<file path="src/pipe_consts.svh">
// Constants shared by the branch and jump cache pipeline control files.
`ifndef PIPE_CONSTS_SVH
`define PIPE_CONSTS_SVH
`define INSTR_W 32
`define IP_W 16
`define CSP_W 8
`define ADDR_W 24
`define DATA_W 16
`define GPR_SEL_W 4
`define DPP_N 4
`define DPP_SEL_W 2
`define DPP_W 10
`define PAGE_OFS_W 14
`define IP_STEP 16'h0004
`define IP_RESET 16'h0000
`define CSP_RESET 8'h00
`define CP_RESET 16'h0000
`define DPP_RESET 10'h000
`define WORD_RESET 16'h0000
`define INSTR_INJECT 32'h00000000
`define INSTR_RESET 32'h00000000
`define ADDR_RESET 24'h000000
`endif

</file>
<file path="src/pipe_pkg.sv">
// Types shared by the branch and jump cache pipeline control files.
`include "pipe_consts.svh"
package pipe_pkg;
    typedef logic [`INSTR_W-1:0] instr_t;
    typedef logic [`ADDR_W-1:0] addr_t;
    typedef logic [`DATA_W-1:0] word_t;
    typedef logic [`DPP_W-1:0] page_t;
    typedef enum logic {ST_RUN, ST_FILL} fetch_state_t;
endpackage

</file>
<file path="src/jump_cache.sv">
// Single-entry jump target cache with registered read data.
`include "pipe_consts.svh"
module jump_cache (
    input wire logic clk_sys_i,
    input wire logic rst_n_i,
    input wire logic wr_en_i,
    input wire pipe_pkg::addr_t wr_tag_i,
    input wire pipe_pkg::instr_t wr_data_i,
    input wire logic inval_i,
    input wire pipe_pkg::addr_t look_tag_i,
    output logic hit_o,
    output pipe_pkg::instr_t data_o
);
    logic valid_q, valid_d;
    pipe_pkg::addr_t tag_q, tag_d;
    pipe_pkg::instr_t data_q, data_d;

    // Invalidation beats a concurrent fill, so a stale target never survives a segment change.
    always_comb
    begin
        valid_d = valid_q;
        tag_d = tag_q;
        data_d = data_q;
        if (inval_i)
        begin
            valid_d = 1'b0;
        end
        else if (wr_en_i)
        begin
            valid_d = 1'b1;
            tag_d = wr_tag_i;
            data_d = wr_data_i;
        end
    end

    // Entry storage.
    always_ff @(posedge clk_sys_i or negedge rst_n_i)
    begin
        if (!rst_n_i)
        begin
            valid_q <= 1'b0;
            tag_q <= `ADDR_RESET;
            data_q <= `INSTR_RESET;
        end
        else
        begin
            valid_q <= valid_d;
            tag_q <= tag_d;
            data_q <= data_d;
        end
    end

    // The hit compares against the stored tag; data leave straight from the register.
    assign hit_o = valid_q && (tag_q == look_tag_i);
    assign data_o = data_q;
endmodule

</file>
<file path="src/operand_forward.sv">
// Operand bypass from execute and write back toward the decode-stage read.
`include "pipe_consts.svh"
module operand_forward (
    input wire pipe_pkg::word_t rd_addr_i,
    input wire pipe_pkg::word_t rf_data_i,
    input wire logic ex_wr_en_i,
    input wire pipe_pkg::word_t ex_wr_addr_i,
    input wire pipe_pkg::word_t ex_wr_data_i,
    input wire logic wb_wr_en_i,
    input wire pipe_pkg::word_t wb_wr_addr_i,
    input wire pipe_pkg::word_t wb_wr_data_i,
    output pipe_pkg::word_t data_o
);
    // The younger execute result has priority, since it is the newer value of the location.
    always_comb
    begin
        data_o = rf_data_i;
        if (ex_wr_en_i && (ex_wr_addr_i == rd_addr_i))
        begin
            data_o = ex_wr_data_i;
        end
        else if (wb_wr_en_i && (wb_wr_addr_i == rd_addr_i))
        begin
            data_o = wb_wr_data_i;
        end
    end
endmodule

</file>
<file path="src/branch_jump_cache_pipeline.sv">
// Four-stage pipeline control with branch injection, jump cache and operand forwarding.
`include "pipe_consts.svh"
module branch_jump_cache_pipeline (
    input wire logic clk_sys_i,
    input wire logic rst_n_i,
    input wire pipe_pkg::instr_t fetch_instr_i,
    input wire logic dec_branch_i,
    input wire logic dec_eligible_i,
    input wire logic dec_taken_i,
    input wire pipe_pkg::addr_t dec_target_i,
    input wire logic dec_csp_change_i,
    input wire logic std_irq_i,
    input wire logic [`GPR_SEL_W-1:0] dec_gpr_sel_i,
    input wire logic [`DPP_SEL_W-1:0] dec_dpp_sel_i,
    input wire logic [`PAGE_OFS_W-1:0] dec_page_ofs_i,
    input wire pipe_pkg::word_t dec_rd_addr_i,
    input wire pipe_pkg::word_t rf_rd_data_i,
    input wire logic ex_wr_en_i,
    input wire pipe_pkg::word_t ex_wr_addr_i,
    input wire pipe_pkg::word_t ex_wr_data_i,
    input wire logic wb_wr_en_i,
    input wire pipe_pkg::word_t wb_wr_addr_i,
    input wire pipe_pkg::word_t wb_wr_data_i,
    input wire logic cp_wr_en_i,
    input wire pipe_pkg::word_t cp_wr_data_i,
    input wire logic dpp_wr_en_i,
    input wire logic [`DPP_SEL_W-1:0] dpp_wr_sel_i,
    input wire pipe_pkg::page_t dpp_wr_data_i,
    output logic fetch_req_o,
    output pipe_pkg::addr_t fetch_addr_o,
    output logic dec_valid_o,
    output logic dec_inject_o,
    output pipe_pkg::instr_t dec_instr_o,
    output pipe_pkg::addr_t dec_pc_o,
    output logic ex_valid_o,
    output logic ex_inject_o,
    output pipe_pkg::instr_t ex_instr_o,
    output pipe_pkg::word_t ex_operand_o,
    output pipe_pkg::word_t ex_gpr_addr_o,
    output pipe_pkg::addr_t ex_data_addr_o,
    output logic wb_valid_o,
    output logic wb_inject_o,
    output pipe_pkg::instr_t wb_instr_o,
    output pipe_pkg::word_t context_pointer_o,
    output logic cache_hit_o
);
    logic rst_meta_q, rst_sync_q;
    logic fetch_req_q, fetch_req_d;
    logic [`CSP_W-1:0] code_segment_pointer_q, code_segment_pointer_d;
    logic [`IP_W-1:0] ip_q, ip_d;
    pipe_pkg::fetch_state_t state_q, state_d;
    pipe_pkg::addr_t fill_tag_q, fill_tag_d;
    logic dec_valid_q, dec_valid_d, dec_inject_q, dec_inject_d;
    pipe_pkg::instr_t dec_instr_q, dec_instr_d;
    pipe_pkg::addr_t dec_pc_q, dec_pc_d;
    logic ex_valid_q, ex_valid_d, ex_inject_q, ex_inject_d;
    pipe_pkg::instr_t ex_instr_q, ex_instr_d;
    pipe_pkg::word_t ex_operand_q, ex_operand_d, ex_gpr_addr_q, ex_gpr_addr_d;
    pipe_pkg::addr_t ex_data_addr_q, ex_data_addr_d;
    logic wb_valid_q, wb_valid_d, wb_inject_q, wb_inject_d;
    pipe_pkg::instr_t wb_instr_q, wb_instr_d;
    logic cache_hit_q, cache_hit_d;
    pipe_pkg::word_t context_pointer_q, context_pointer_d;
    pipe_pkg::page_t data_page_pointer_q [`DPP_N];
    pipe_pkg::page_t data_page_pointer_d [`DPP_N];
    logic dec_live, br_taken, take_hit, take_miss, inval, c_hit, c_wr;
    pipe_pkg::instr_t c_data;
    pipe_pkg::word_t fwd_data;

    // Reset is released through two flops so every stage leaves reset on the same edge.
    always_ff @(posedge clk_sys_i or negedge rst_n_i)
    begin
        if (!rst_n_i)
        begin
            rst_meta_q <= 1'b0;
            rst_sync_q <= 1'b0;
        end
        else
        begin
            rst_meta_q <= 1'b1;
            rst_sync_q <= rst_meta_q;
        end
    end

    // Decode-stage branch resolution; injected slots never act as branches.
    assign dec_live = dec_valid_q && !dec_inject_q;
    assign br_taken = dec_live && dec_branch_i && dec_taken_i;
    assign take_hit = br_taken && dec_eligible_i && c_hit && !std_irq_i;
    assign take_miss = br_taken && !take_hit;
    assign inval = (dec_live && dec_csp_change_i) || std_irq_i;
    assign c_wr = (state_q == pipe_pkg::ST_FILL);

    jump_cache u_cache (
        .clk_sys_i(clk_sys_i),
        .rst_n_i(rst_sync_q),
        .wr_en_i(c_wr),
        .wr_tag_i(fill_tag_q),
        .wr_data_i(fetch_instr_i),
        .inval_i(inval),
        .look_tag_i(dec_pc_q),
        .hit_o(c_hit),
        .data_o(c_data)
    );

    operand_forward u_fwd (
        .rd_addr_i(dec_rd_addr_i),
        .rf_data_i(rf_rd_data_i),
        .ex_wr_en_i(ex_wr_en_i),
        .ex_wr_addr_i(ex_wr_addr_i),
        .ex_wr_data_i(ex_wr_data_i),
        .wb_wr_en_i(wb_wr_en_i),
        .wb_wr_addr_i(wb_wr_addr_i),
        .wb_wr_data_i(wb_wr_data_i),
        .data_o(fwd_data)
    );

    // Next values of fetch pointer, stage registers and fill state.
    always_comb
    begin
        fetch_req_d = 1'b1;
        ip_d = ip_q + `IP_STEP;
        code_segment_pointer_d = code_segment_pointer_q;
        state_d = pipe_pkg::ST_RUN;
        fill_tag_d = fill_tag_q;
        dec_valid_d = fetch_req_q;
        dec_inject_d = 1'b0;
        dec_instr_d = fetch_instr_i;
        dec_pc_d = fetch_addr_o;
        cache_hit_d = take_hit;
        if (take_miss)
        begin
            {code_segment_pointer_d, ip_d} = dec_target_i;
            dec_instr_d = `INSTR_INJECT;
            dec_inject_d = 1'b1;
            dec_pc_d = dec_target_i;
            if (dec_eligible_i && !inval)
            begin
                state_d = pipe_pkg::ST_FILL;
                fill_tag_d = dec_pc_q;
            end
        end
        else if (take_hit)
        begin
            code_segment_pointer_d = dec_target_i[`ADDR_W-1:`IP_W];
            ip_d = dec_target_i[`IP_W-1:0] + `IP_STEP;
            dec_instr_d = c_data;
            dec_pc_d = dec_target_i;
        end
        ex_valid_d = dec_valid_q;
        ex_inject_d = dec_inject_q;
        ex_instr_d = dec_instr_q;
        ex_operand_d = fwd_data;
        // The stored pointer, not its next value, is used: an update in execute lands one slot late.
        ex_gpr_addr_d = context_pointer_q + {{(`DATA_W-`GPR_SEL_W-1){1'b0}}, dec_gpr_sel_i, 1'b0};
        ex_data_addr_d = {data_page_pointer_q[dec_dpp_sel_i], dec_page_ofs_i};
        wb_valid_d = ex_valid_q;
        wb_inject_d = ex_inject_q;
        wb_instr_d = ex_instr_q;
    end

    // Stage registers.
    always_ff @(posedge clk_sys_i or negedge rst_sync_q)
    begin
        if (!rst_sync_q)
        begin
            fetch_req_q <= 1'b0;
            ip_q <= `IP_RESET;
            code_segment_pointer_q <= `CSP_RESET;
            state_q <= pipe_pkg::ST_RUN;
            fill_tag_q <= `ADDR_RESET;
            dec_valid_q <= 1'b0;
            dec_inject_q <= 1'b0;
            dec_instr_q <= `INSTR_RESET;
            dec_pc_q <= `ADDR_RESET;
            ex_valid_q <= 1'b0;
            ex_inject_q <= 1'b0;
            ex_instr_q <= `INSTR_RESET;
            ex_operand_q <= `WORD_RESET;
            ex_gpr_addr_q <= `WORD_RESET;
            ex_data_addr_q <= `ADDR_RESET;
            wb_valid_q <= 1'b0;
            wb_inject_q <= 1'b0;
            wb_instr_q <= `INSTR_RESET;
            cache_hit_q <= 1'b0;
        end
        else
        begin
            fetch_req_q <= fetch_req_d;
            ip_q <= ip_d;
            code_segment_pointer_q <= code_segment_pointer_d;
            state_q <= state_d;
            fill_tag_q <= fill_tag_d;
            dec_valid_q <= dec_valid_d;
            dec_inject_q <= dec_inject_d;
            dec_instr_q <= dec_instr_d;
            dec_pc_q <= dec_pc_d;
            ex_valid_q <= ex_valid_d;
            ex_inject_q <= ex_inject_d;
            ex_instr_q <= ex_instr_d;
            ex_operand_q <= ex_operand_d;
            ex_gpr_addr_q <= ex_gpr_addr_d;
            ex_data_addr_q <= ex_data_addr_d;
            wb_valid_q <= wb_valid_d;
            wb_inject_q <= wb_inject_d;
            wb_instr_q <= wb_instr_d;
            cache_hit_q <= cache_hit_d;
        end
    end

    // Context pointer, written from the execute stage.
    always_comb
    begin
        context_pointer_d = cp_wr_en_i ? cp_wr_data_i : context_pointer_q;
    end

    always_ff @(posedge clk_sys_i or negedge rst_sync_q)
    begin
        if (!rst_sync_q)
        begin
            context_pointer_q <= `CP_RESET;
        end
        else
        begin
            context_pointer_q <= context_pointer_d;
        end
    end

    // Data page pointers, one register per page slot.
    for (genvar g = 0; g < `DPP_N; g++)
    begin : g_dpp
        always_comb
        begin
            data_page_pointer_d[g] = (dpp_wr_en_i && dpp_wr_sel_i == `DPP_SEL_W'(g)) ? dpp_wr_data_i
                : data_page_pointer_q[g];
        end

        always_ff @(posedge clk_sys_i or negedge rst_sync_q)
        begin
            if (!rst_sync_q)
            begin
                data_page_pointer_q[g] <= `DPP_RESET;
            end
            else
            begin
                data_page_pointer_q[g] <= data_page_pointer_d[g];
            end
        end
    end

    // Every output leaves straight from a flop.
    assign fetch_req_o = fetch_req_q;
    assign fetch_addr_o = {code_segment_pointer_q, ip_q};
    assign dec_valid_o = dec_valid_q;
    assign dec_inject_o = dec_inject_q;
    assign dec_instr_o = dec_instr_q;
    assign dec_pc_o = dec_pc_q;
    assign ex_valid_o = ex_valid_q;
    assign ex_inject_o = ex_inject_q;
    assign ex_instr_o = ex_instr_q;
    assign ex_operand_o = ex_operand_q;
    assign ex_gpr_addr_o = ex_gpr_addr_q;
    assign ex_data_addr_o = ex_data_addr_q;
    assign wb_valid_o = wb_valid_q;
    assign wb_inject_o = wb_inject_q;
    assign wb_instr_o = wb_instr_q;
    assign context_pointer_o = context_pointer_q;
    assign cache_hit_o = cache_hit_q;
endmodule

</file>
<file path="config.mk">
export PLATFORM = sky130hd
export DESIGN_NAME = branch_jump_cache_pipeline
export DESIGN_NICKNAME = d
export VERILOG_FILES = /design/src/pipe_pkg.sv /design/src/jump_cache.sv /design/src/operand_forward.sv /design/src/branch_jump_cache_pipeline.sv
export VERILOG_INCLUDE_DIRS = /design/src /design/src/src
export SDC_FILE = /design/constraint.sdc
export NUM_CORES = 1
export LEC_CHECK = 0
export BUFFER_PORTS_ARGS = -buffer_cell sky130_fd_sc_hd__buf_2
export CORE_AREA = 2 2 171 173
export CTS_BUF_LIST = sky130_fd_sc_hd__clkbuf_8 sky130_fd_sc_hd__clkbuf_16
export DETAILED_ROUTE_END_ITERATION = 10
export DIE_AREA = 0 0 173 175
export GPL_ROUTABILITY_DRIVEN = 0
export PLACE_DENSITY = 0.76
export SLEW_MARGIN = 20
export SYNTH_ARGS = -nofsm -noshare
export SYNTH_HDL_FRONTEND = slang
export SYNTH_HIERARCHICAL = 1
export SYNTH_SLANG_ARGS = --single-unit
</file>
<file path="constraint.sdc">
create_clock -name clk_sys_i -period 20.7 [get_ports clk_sys_i]
set_clock_uncertainty 0.2 [all_clocks]
set_input_delay 2.07 -clock clk_sys_i [delete_from_list [all_inputs] [get_ports clk_sys_i]]
set_output_delay 2.07 -clock clk_sys_i [all_outputs]
set_load 0.02 [all_outputs]
</file>
==> impl_metrics.toml, run 1 <==
[run_status]
status = "finished clean"

[worst_hold_path]
min_path_type = "register to register"

[cells_and_area]
nets = 1620
design_area_sq_um = 17500
area_growth_syn_to_layout_pct = 27.6
drive_gt1_share_pct = 47.2
final_core_util_pct = 61.5
fill_cells = 2205

[cts]
cts.path.max_buffers = 3
postCtsSetupBuffers = 0
cts_buffers = 38
clock-sinks = 348
cts_resized = 0
clk_pin_slew_ns = 0.06
cts-root-buf = "clkbuf_16"
clk_latency_ns = 0.52
cts_tree = "done"
cts_htree_levels = 2
hold_buffers = 0

[critical_path]
cp_max_fo = 67
r2r_cells = 13
crit_end = "ip_q[14]"
crit_path_max_incr_delay_ns = 0.67
crit_family = "simple AND/OR/NAND/NOR gates"
critPathRequiredTime_ns = 20.86
cp.arrival_ns = 4.80
regToRegSetupSlack_ns = 16.46
critPathKind = "input port to register"
critPathCaptureType = "register"
path_depth = 11
crit_chain = "buf_2, nand4b_4, buf_4, nor2_4, mux2_2, ha_1, nand4_2, nor4_4, o21bai_1, xnor2_1, mux2i_1"
r2r_start = "dec_pc_o[21]"
cp-start-kind = "input port"
worstSetupStartpoint = "dec_taken_i"
critPathSlowestCell = "buf_4"
reg2reg_to = "ip_q[14]"
path_buf_inv = 2

[power_and_ir_drop]
p_comb_share_pct = 17.8
power_switching_w = 0.000515
p_leak_nw = 8.68
switching_share_pct = 28.1
vdd_drop_max_mv = 0.0887
seq_power_share_pct = 46.2
clock_power_share_pct = 36.0
p_int_w = 0.00132
powerDensity_nw_per_um2 = 105

[synthesis]
yosysWarnings = 6
postSynthCellCount = 961
yosysSeqAreaShare_pct = 63.6
ys.flop_type = "dfrtp_1"
synth-seq-cells = 348
yosys.cell_types.count = 63
synth_edf_count = 0
syn_area_sq_um = 13700
avgSynthCellArea_sq_um = 14.2
synthArstFlopShare_pct = 100

[global_route]
grt-ovfl-total = 0
grt_pass1_vias = 9585
grt_max_degree = 82
antenna_found_initial = 3
grt_use_total_pct = 22.4
grt_pass1_wl_microns = 53400

[routing]
drc = 0
postRouteAntennaNets = 0
vias = 9406
via_per_inst = 5.17
firstDrtPassIters = 5
wl_per_cell_microns = 18.9
drt-initial-drc-count = 561
wirelength_microns = 34300

[placed_design]
dp_hpwl_microns = 24900
port_buffers = 434
preCtsSetupSlack_ns = 15.08
dpl-instance-area_sq_um = 16200

[floorplanning]
initial_utilization_pct = 48.2
die_area_sq_um = 30300
die_h_microns = 175
die_x_microns = 173
rows = 62
core_sq_um = 28400
io_pins = 435

[sta]
finalCritPeriodShare_pct = 22.4
tightest_slew_ns = 0.964
rsz0062_at_grt = "no"
setup_ws_ns = 16.06
setup_viol = 0
hold_ws_ns = 0.148
max_freq_ghz = 0.215
finalHoldViolCount = 0
maxSlewViolCount = 0
final.min_clock_period_ns = 4.64
max_slew_margin_pct = 35.4
setup-tns-final_ns = 0

[flow_run]
maxCapViolations = 0
-- cell type report --
cell class | count | area (sq um) | share of cell area, %
inverters | 10 | 37.5 | 0.215
diodes | 3 | 7.51 | 0.0430
multi-input cells | 561 | 4690 | 26.9
well taps | 384 | 480 | 2.75
clock buffers | 43 | 1030 | 5.90
clock inverters | 25 | 223 | 1.28
flip-flops and latches | 348 | 8710 | 49.9
repair buffers | 444 | 2280 | 13.1
-- layout by cell type (no fill, tap or decap), types with 3 or more instances in the layout --
master,n
xor2_1,48
inv_1,20
dfrtp_1,347
nand4_1,12
nand2_1,114
ha_1,5
nor4_1,7
buf_4,8
a21oi_1,8
a21o_1,4
nor4_2,3
clkbuf_8,4
mux4_2,10
bufinv_16,3
o22a_1,16
nor2_1,12
and3_1,4
o21ai_0,11
clkinv_2,6
diode_2,3
nor3_1,6
xnor2_1,39
mux2_4,19
nand3_1,13
buf_2,434
a21boi_0,17
clkbuf_16,39
a22o_1,32
o22ai_1,16
mux2_2,121
-- per-stage QoR --
step | total power [W] | cells
3_3_place_gp | 0.00117 | 1745
5_1_grt | 0.00192 | 1818
4_1_cts | 0.00185 | 1813
6_report | 0.00183 | 1818
3_5_place_dp | 0.00118 | 1745
2_1_floorplan | 0.00105 | 962
-- cells by family after synthesis --
logic type / count (synthesis) / synth area share [%]
adders and majority gates: 6 / 0.604
muxes: 152 / 13.8
and+or+nand+nor: 198 / 7.54
other: 1 / 0.0274
AOI/OAI and AO/OA: 116 / 6.47
xor gates and xnor gates: 87 / 5.57
DFF: 348 / 63.6
buffers and inverters: 53 / 2.30
-- power by group through the flow --
stage / Sequential (W) / Combinational [W] / Clock (W)
floorplan: 0.000918 / 0.000134 / 0
finish: 0.000847 / 0.000326 / 0.000659
global placement: 0.000853 / 0.000321 / 0
global route: 0.000860 / 0.000353 / 0.000707
CTS: 0.000847 / 0.000328 / 0.000676
detailed placement: 0.000858 / 0.000327 / 0
-- state kept, by name, indices dropped and copies added (netlist names), 8 cells and up --
| signal | cells |
|---|---|
| dec_pc_o | 24 |
| data_page_pointer_q | 40 |
| ex_instr_o | 32 |
| u_cache/data_o | 32 |
| fill_tag_q | 24 |
| code_segment_pointer_q | 8 |
| u_cache/tag_q | 24 |
| ex_gpr_addr_o | 16 |
| ip_q | 16 |
| context_pointer_o | 16 |
| wb_instr_o | 32 |
| dec_instr_o | 32 |
| ex_operand_o | 16 |
| ex_data_addr_o | 24 |
-- metal layers --
| layer | wire length, microns | vias to the layer above | track usage, % |
|---|---|---|---|
| li1 | - | 4261 | - |
| met1 | 14000 | 4709 | 29.6 |
| met2 | 16900 | 380 | 37.0 |
| met3 | 2580 | 56 | 5.31 |
| met4 | 824 | 0 | 6.81 |
| met5 | 0 | - | 0 |
-- cells in the mapped netlist, drive strengths merged, types with 8 or more instances --
master	instances	area share (%)
a21boi	17	0.93
a21oi	8	0.29
a22o	32	2.0
buf	29	1.6
clkbuf	14	0.38
dfrtp	348	64
inv	10	0.27
mux2	140	12
mux4	10	1.6
nand2	114	3.1
nand3	15	0.68
nand4	14	0.73
nor2	15	0.55
nor4	12	0.84
o21ai	14	0.54
o22a	16	1.0
o22ai	16	0.73
xnor2	39	2.5
xor2	48	3.1
-- worst min-delay path by stage --
stage,startpoint,to,slack (ns),depth (start not counted)
floorplan,rst_meta_q,rst_sync_q,0.13,0
global placement,rst_meta_q,rst_sync_q,0.14,0
detailed placement,rst_meta_q,rst_sync_q,0.14,0
CTS,rst_meta_q,rst_sync_q,0.15,0
global route,rst_meta_q,rst_sync_q,0.16,0
finish,rst_meta_q,rst_sync_q,0.15,0
Note: power is estimated with default switching activity, not from simulation.
==> run 2, diff against run 1 <==
CORE_AREA = 2 2 167 169   (was 2 2 171 173)
DIE_AREA = 0 0 169 171   (was 0 0 173 175)
PLACE_DENSITY = 0.79   (was 0.76)
clock period = 4.65 ns   (was 20.7 ns; I/O delays follow)
==> run 2 against run 1 <==
Combinational power increased to 4.7 times the previous value. Utilization is 5.4 points higher. First-iteration DRC count increased by 36%. Via count up 4.4%. Die area fell by 4.5%. Setup slack got worse by 15 ns. Worst hold slack lost 0.13 ns. Sequential power increased to 4.5 times the previous value. Count of clock-buffer cells in the layout is 1 lower. Register-to-register slack worse by 15 ns. Sequential share of layout area decreased by 2.2 points. Critical path type is now register to register. Largest cell class unchanged.
==> impl_metrics.toml, run 2 (synthesis gave the netlist of run 1 again) <==
[run_status]
status = "finished clean"

[cts]
clock-sinks = 348
clk_pin_slew_ns = 0.06
cts_resized = 0
cts_htree_levels = 2
cts.path.max_buffers = 3
cts-root-buf = "clkbuf_16"
cts_buffers = 36
postCtsSetupBuffers = 0
clk_latency_ns = 0.52
cts_tree = "done"

[cells_and_area]
final_core_util_pct = 66.9
multi_input_area_sq_um = 4690
area_growth_syn_to_layout_pct = 33.6
largest_reg_flops = 40
nets = 1703
layout.area.seq_sq_um = 8710
layout_common_cells = "buf_2 (434), dfrtp_1 (347), mux2_2 (121)"
drive_gt1_share_pct = 44.6
regMostFlops = "data_page_pointer_q"
layout_commonest_cell = "buf_2"
fill_cells = 1917

[critical_path]
r2r_cells = 13
worstSetupStartpoint = "dec_pc_o[16]"
r2r_start = "dec_pc_o[16]"
critPathCaptureType = "register"
cp_max_fo = 10
cp.arrival_ns = 3.83
crit_chain = "xor2_1, nor4_1, nand3_1, nor4_2, nand3b_4, nor2_4, mux2_2, ha_1, nand4_2, nor4_4, o21bai_1, xnor2_1, mux2i_1"
critPathRequiredTime_ns = 4.81
crit_path_max_incr_delay_ns = 0.40
cp-start-kind = "register"
critPathKind = "register to register"
critPathSlowestCell = "nor4_4"

[global_route]
grt_pass1_vias = 10300
antenna_found_initial = 1
grt_use_total_pct = 25.1
grt-ovfl-total = 0
grt_max_degree = 108
grt_pass1_wl_microns = 56500

[placed_design]
dp_hpwl_microns = 25300
port_buffers = 434

[power_and_ir_drop]
p_leak_nw = 9.03
vdd_drop_max_mv = 0.334
powerDensity_nw_per_um2 = 454

[routing]
wl_per_cell_microns = 19.8
drt-initial-drc-count = 764
drc = 0
wirelength_microns = 36900
via_per_inst = 5.28
postRouteAntennaNets = 0
vias = 9822
firstDrtPassIters = 5

[worst_hold_path]
min_path_type = "input port to register"
hp-start = "ex_wr_data_i[2]"
min_path_cells = 2

[sta]
tightest_slew_ns = 0.936
setup-tns-final_ns = 0
setup_viol = 0
finalHoldViolCount = 0
maxSlewViolCount = 0
rsz0062_at_grt = "no"
max_freq_ghz = 0.273
max_slew_margin_pct = 37.3
final.min_clock_period_ns = 3.66
finalCritPeriodShare_pct = 78.8

[floorplanning]
die_h_microns = 171
io_pins = 435
core_sq_um = 27300
die_area_sq_um = 28900
die_x_microns = 169
initial_utilization_pct = 50.1
rows = 61

[flow_run]
maxCapViolations = 0
run 2: changes by cell type in the layout (fill, tap and decap cells not counted), moves of 3 or more:
cell / change
buf_12: +3
buf_4: -4
clkbuf_16: -3
dlygate4sd3_1: +87
inv_1: -5
run 2: metal layers:
layer  global-route usage [%]  vias up  part of all wire [%]
li1                         -     4414                     -
met1                     31.3     4914                    39
met2                     42.9      421                    50
met3                     6.32       73                   7.8
met4                     8.77        0                   3.2
met5                        0        -                     0
run 2: per-stage QoR:
stage	instances	power [W]	hold WS [ns]	worst slack, ns	instance area [sq um]
finish	1859	0.00829	0.0182	0.986	18300
global route	1858	0.00866	0.0156	0.693	18300
CTS	1857	0.00835	0.00431	0.986	18300
detailed placement	1707	0.00529	0.0528	0.999	16100
global placement	1707	0.00522	0.0505	1.10	16100
floorplan	962	0.00468	-0.0306	1.01	13700
run 2: final cells by class:
cell class / instances / share of cell area, %
tap: 346 / 2.37
antenna: 2 / 0.0274
timing repair buffer: 529 / 17.3
clock inverter: 21 / 1.41
sequential: 348 / 47.7
inverter: 10 / 0.205
clock buffer: 42 / 5.38
multi-input combinational: 561 / 25.7
run 2: worst max-delay path: cells and delay by family (launching register included):
kind            cells  cell delay, ns
compound gates      1            0.15
xor+xnor            2            0.35
fa+ha+maj           1            0.30
flops               1            0.39
mux                 2            0.27
simple gates        7            1.86
run 2: final timing paths:
kind / endpoint / slack [ns]
max in group asynchronous: data_page_pointer_q[33] / 3.15
min in group asynchronous: rst_meta_q / 0.08
worst min register to register: ex_operand_o[8] / 0.15
worst min-delay path: ex_operand_o[2] / 0.02
worst max register to register: ip_q[14] / 0.99
worst max-delay path: ip_q[14] / 0.99
run 2: repair_timing:
action                                  CTS  global route
endpoints found under the setup margin    0             0
endpoints found under the hold margin   118             0
hold buffers                             87             0
run 2: power by group:
part	switching [W]	internal [W]	leakage (nW)
Combinational	0.000850	0.000688	4.13
Sequential	0.000313	0.00346	4.25
Clock	0.00118	0.00180	0.637
Total	0.00234	0.00595	9.03
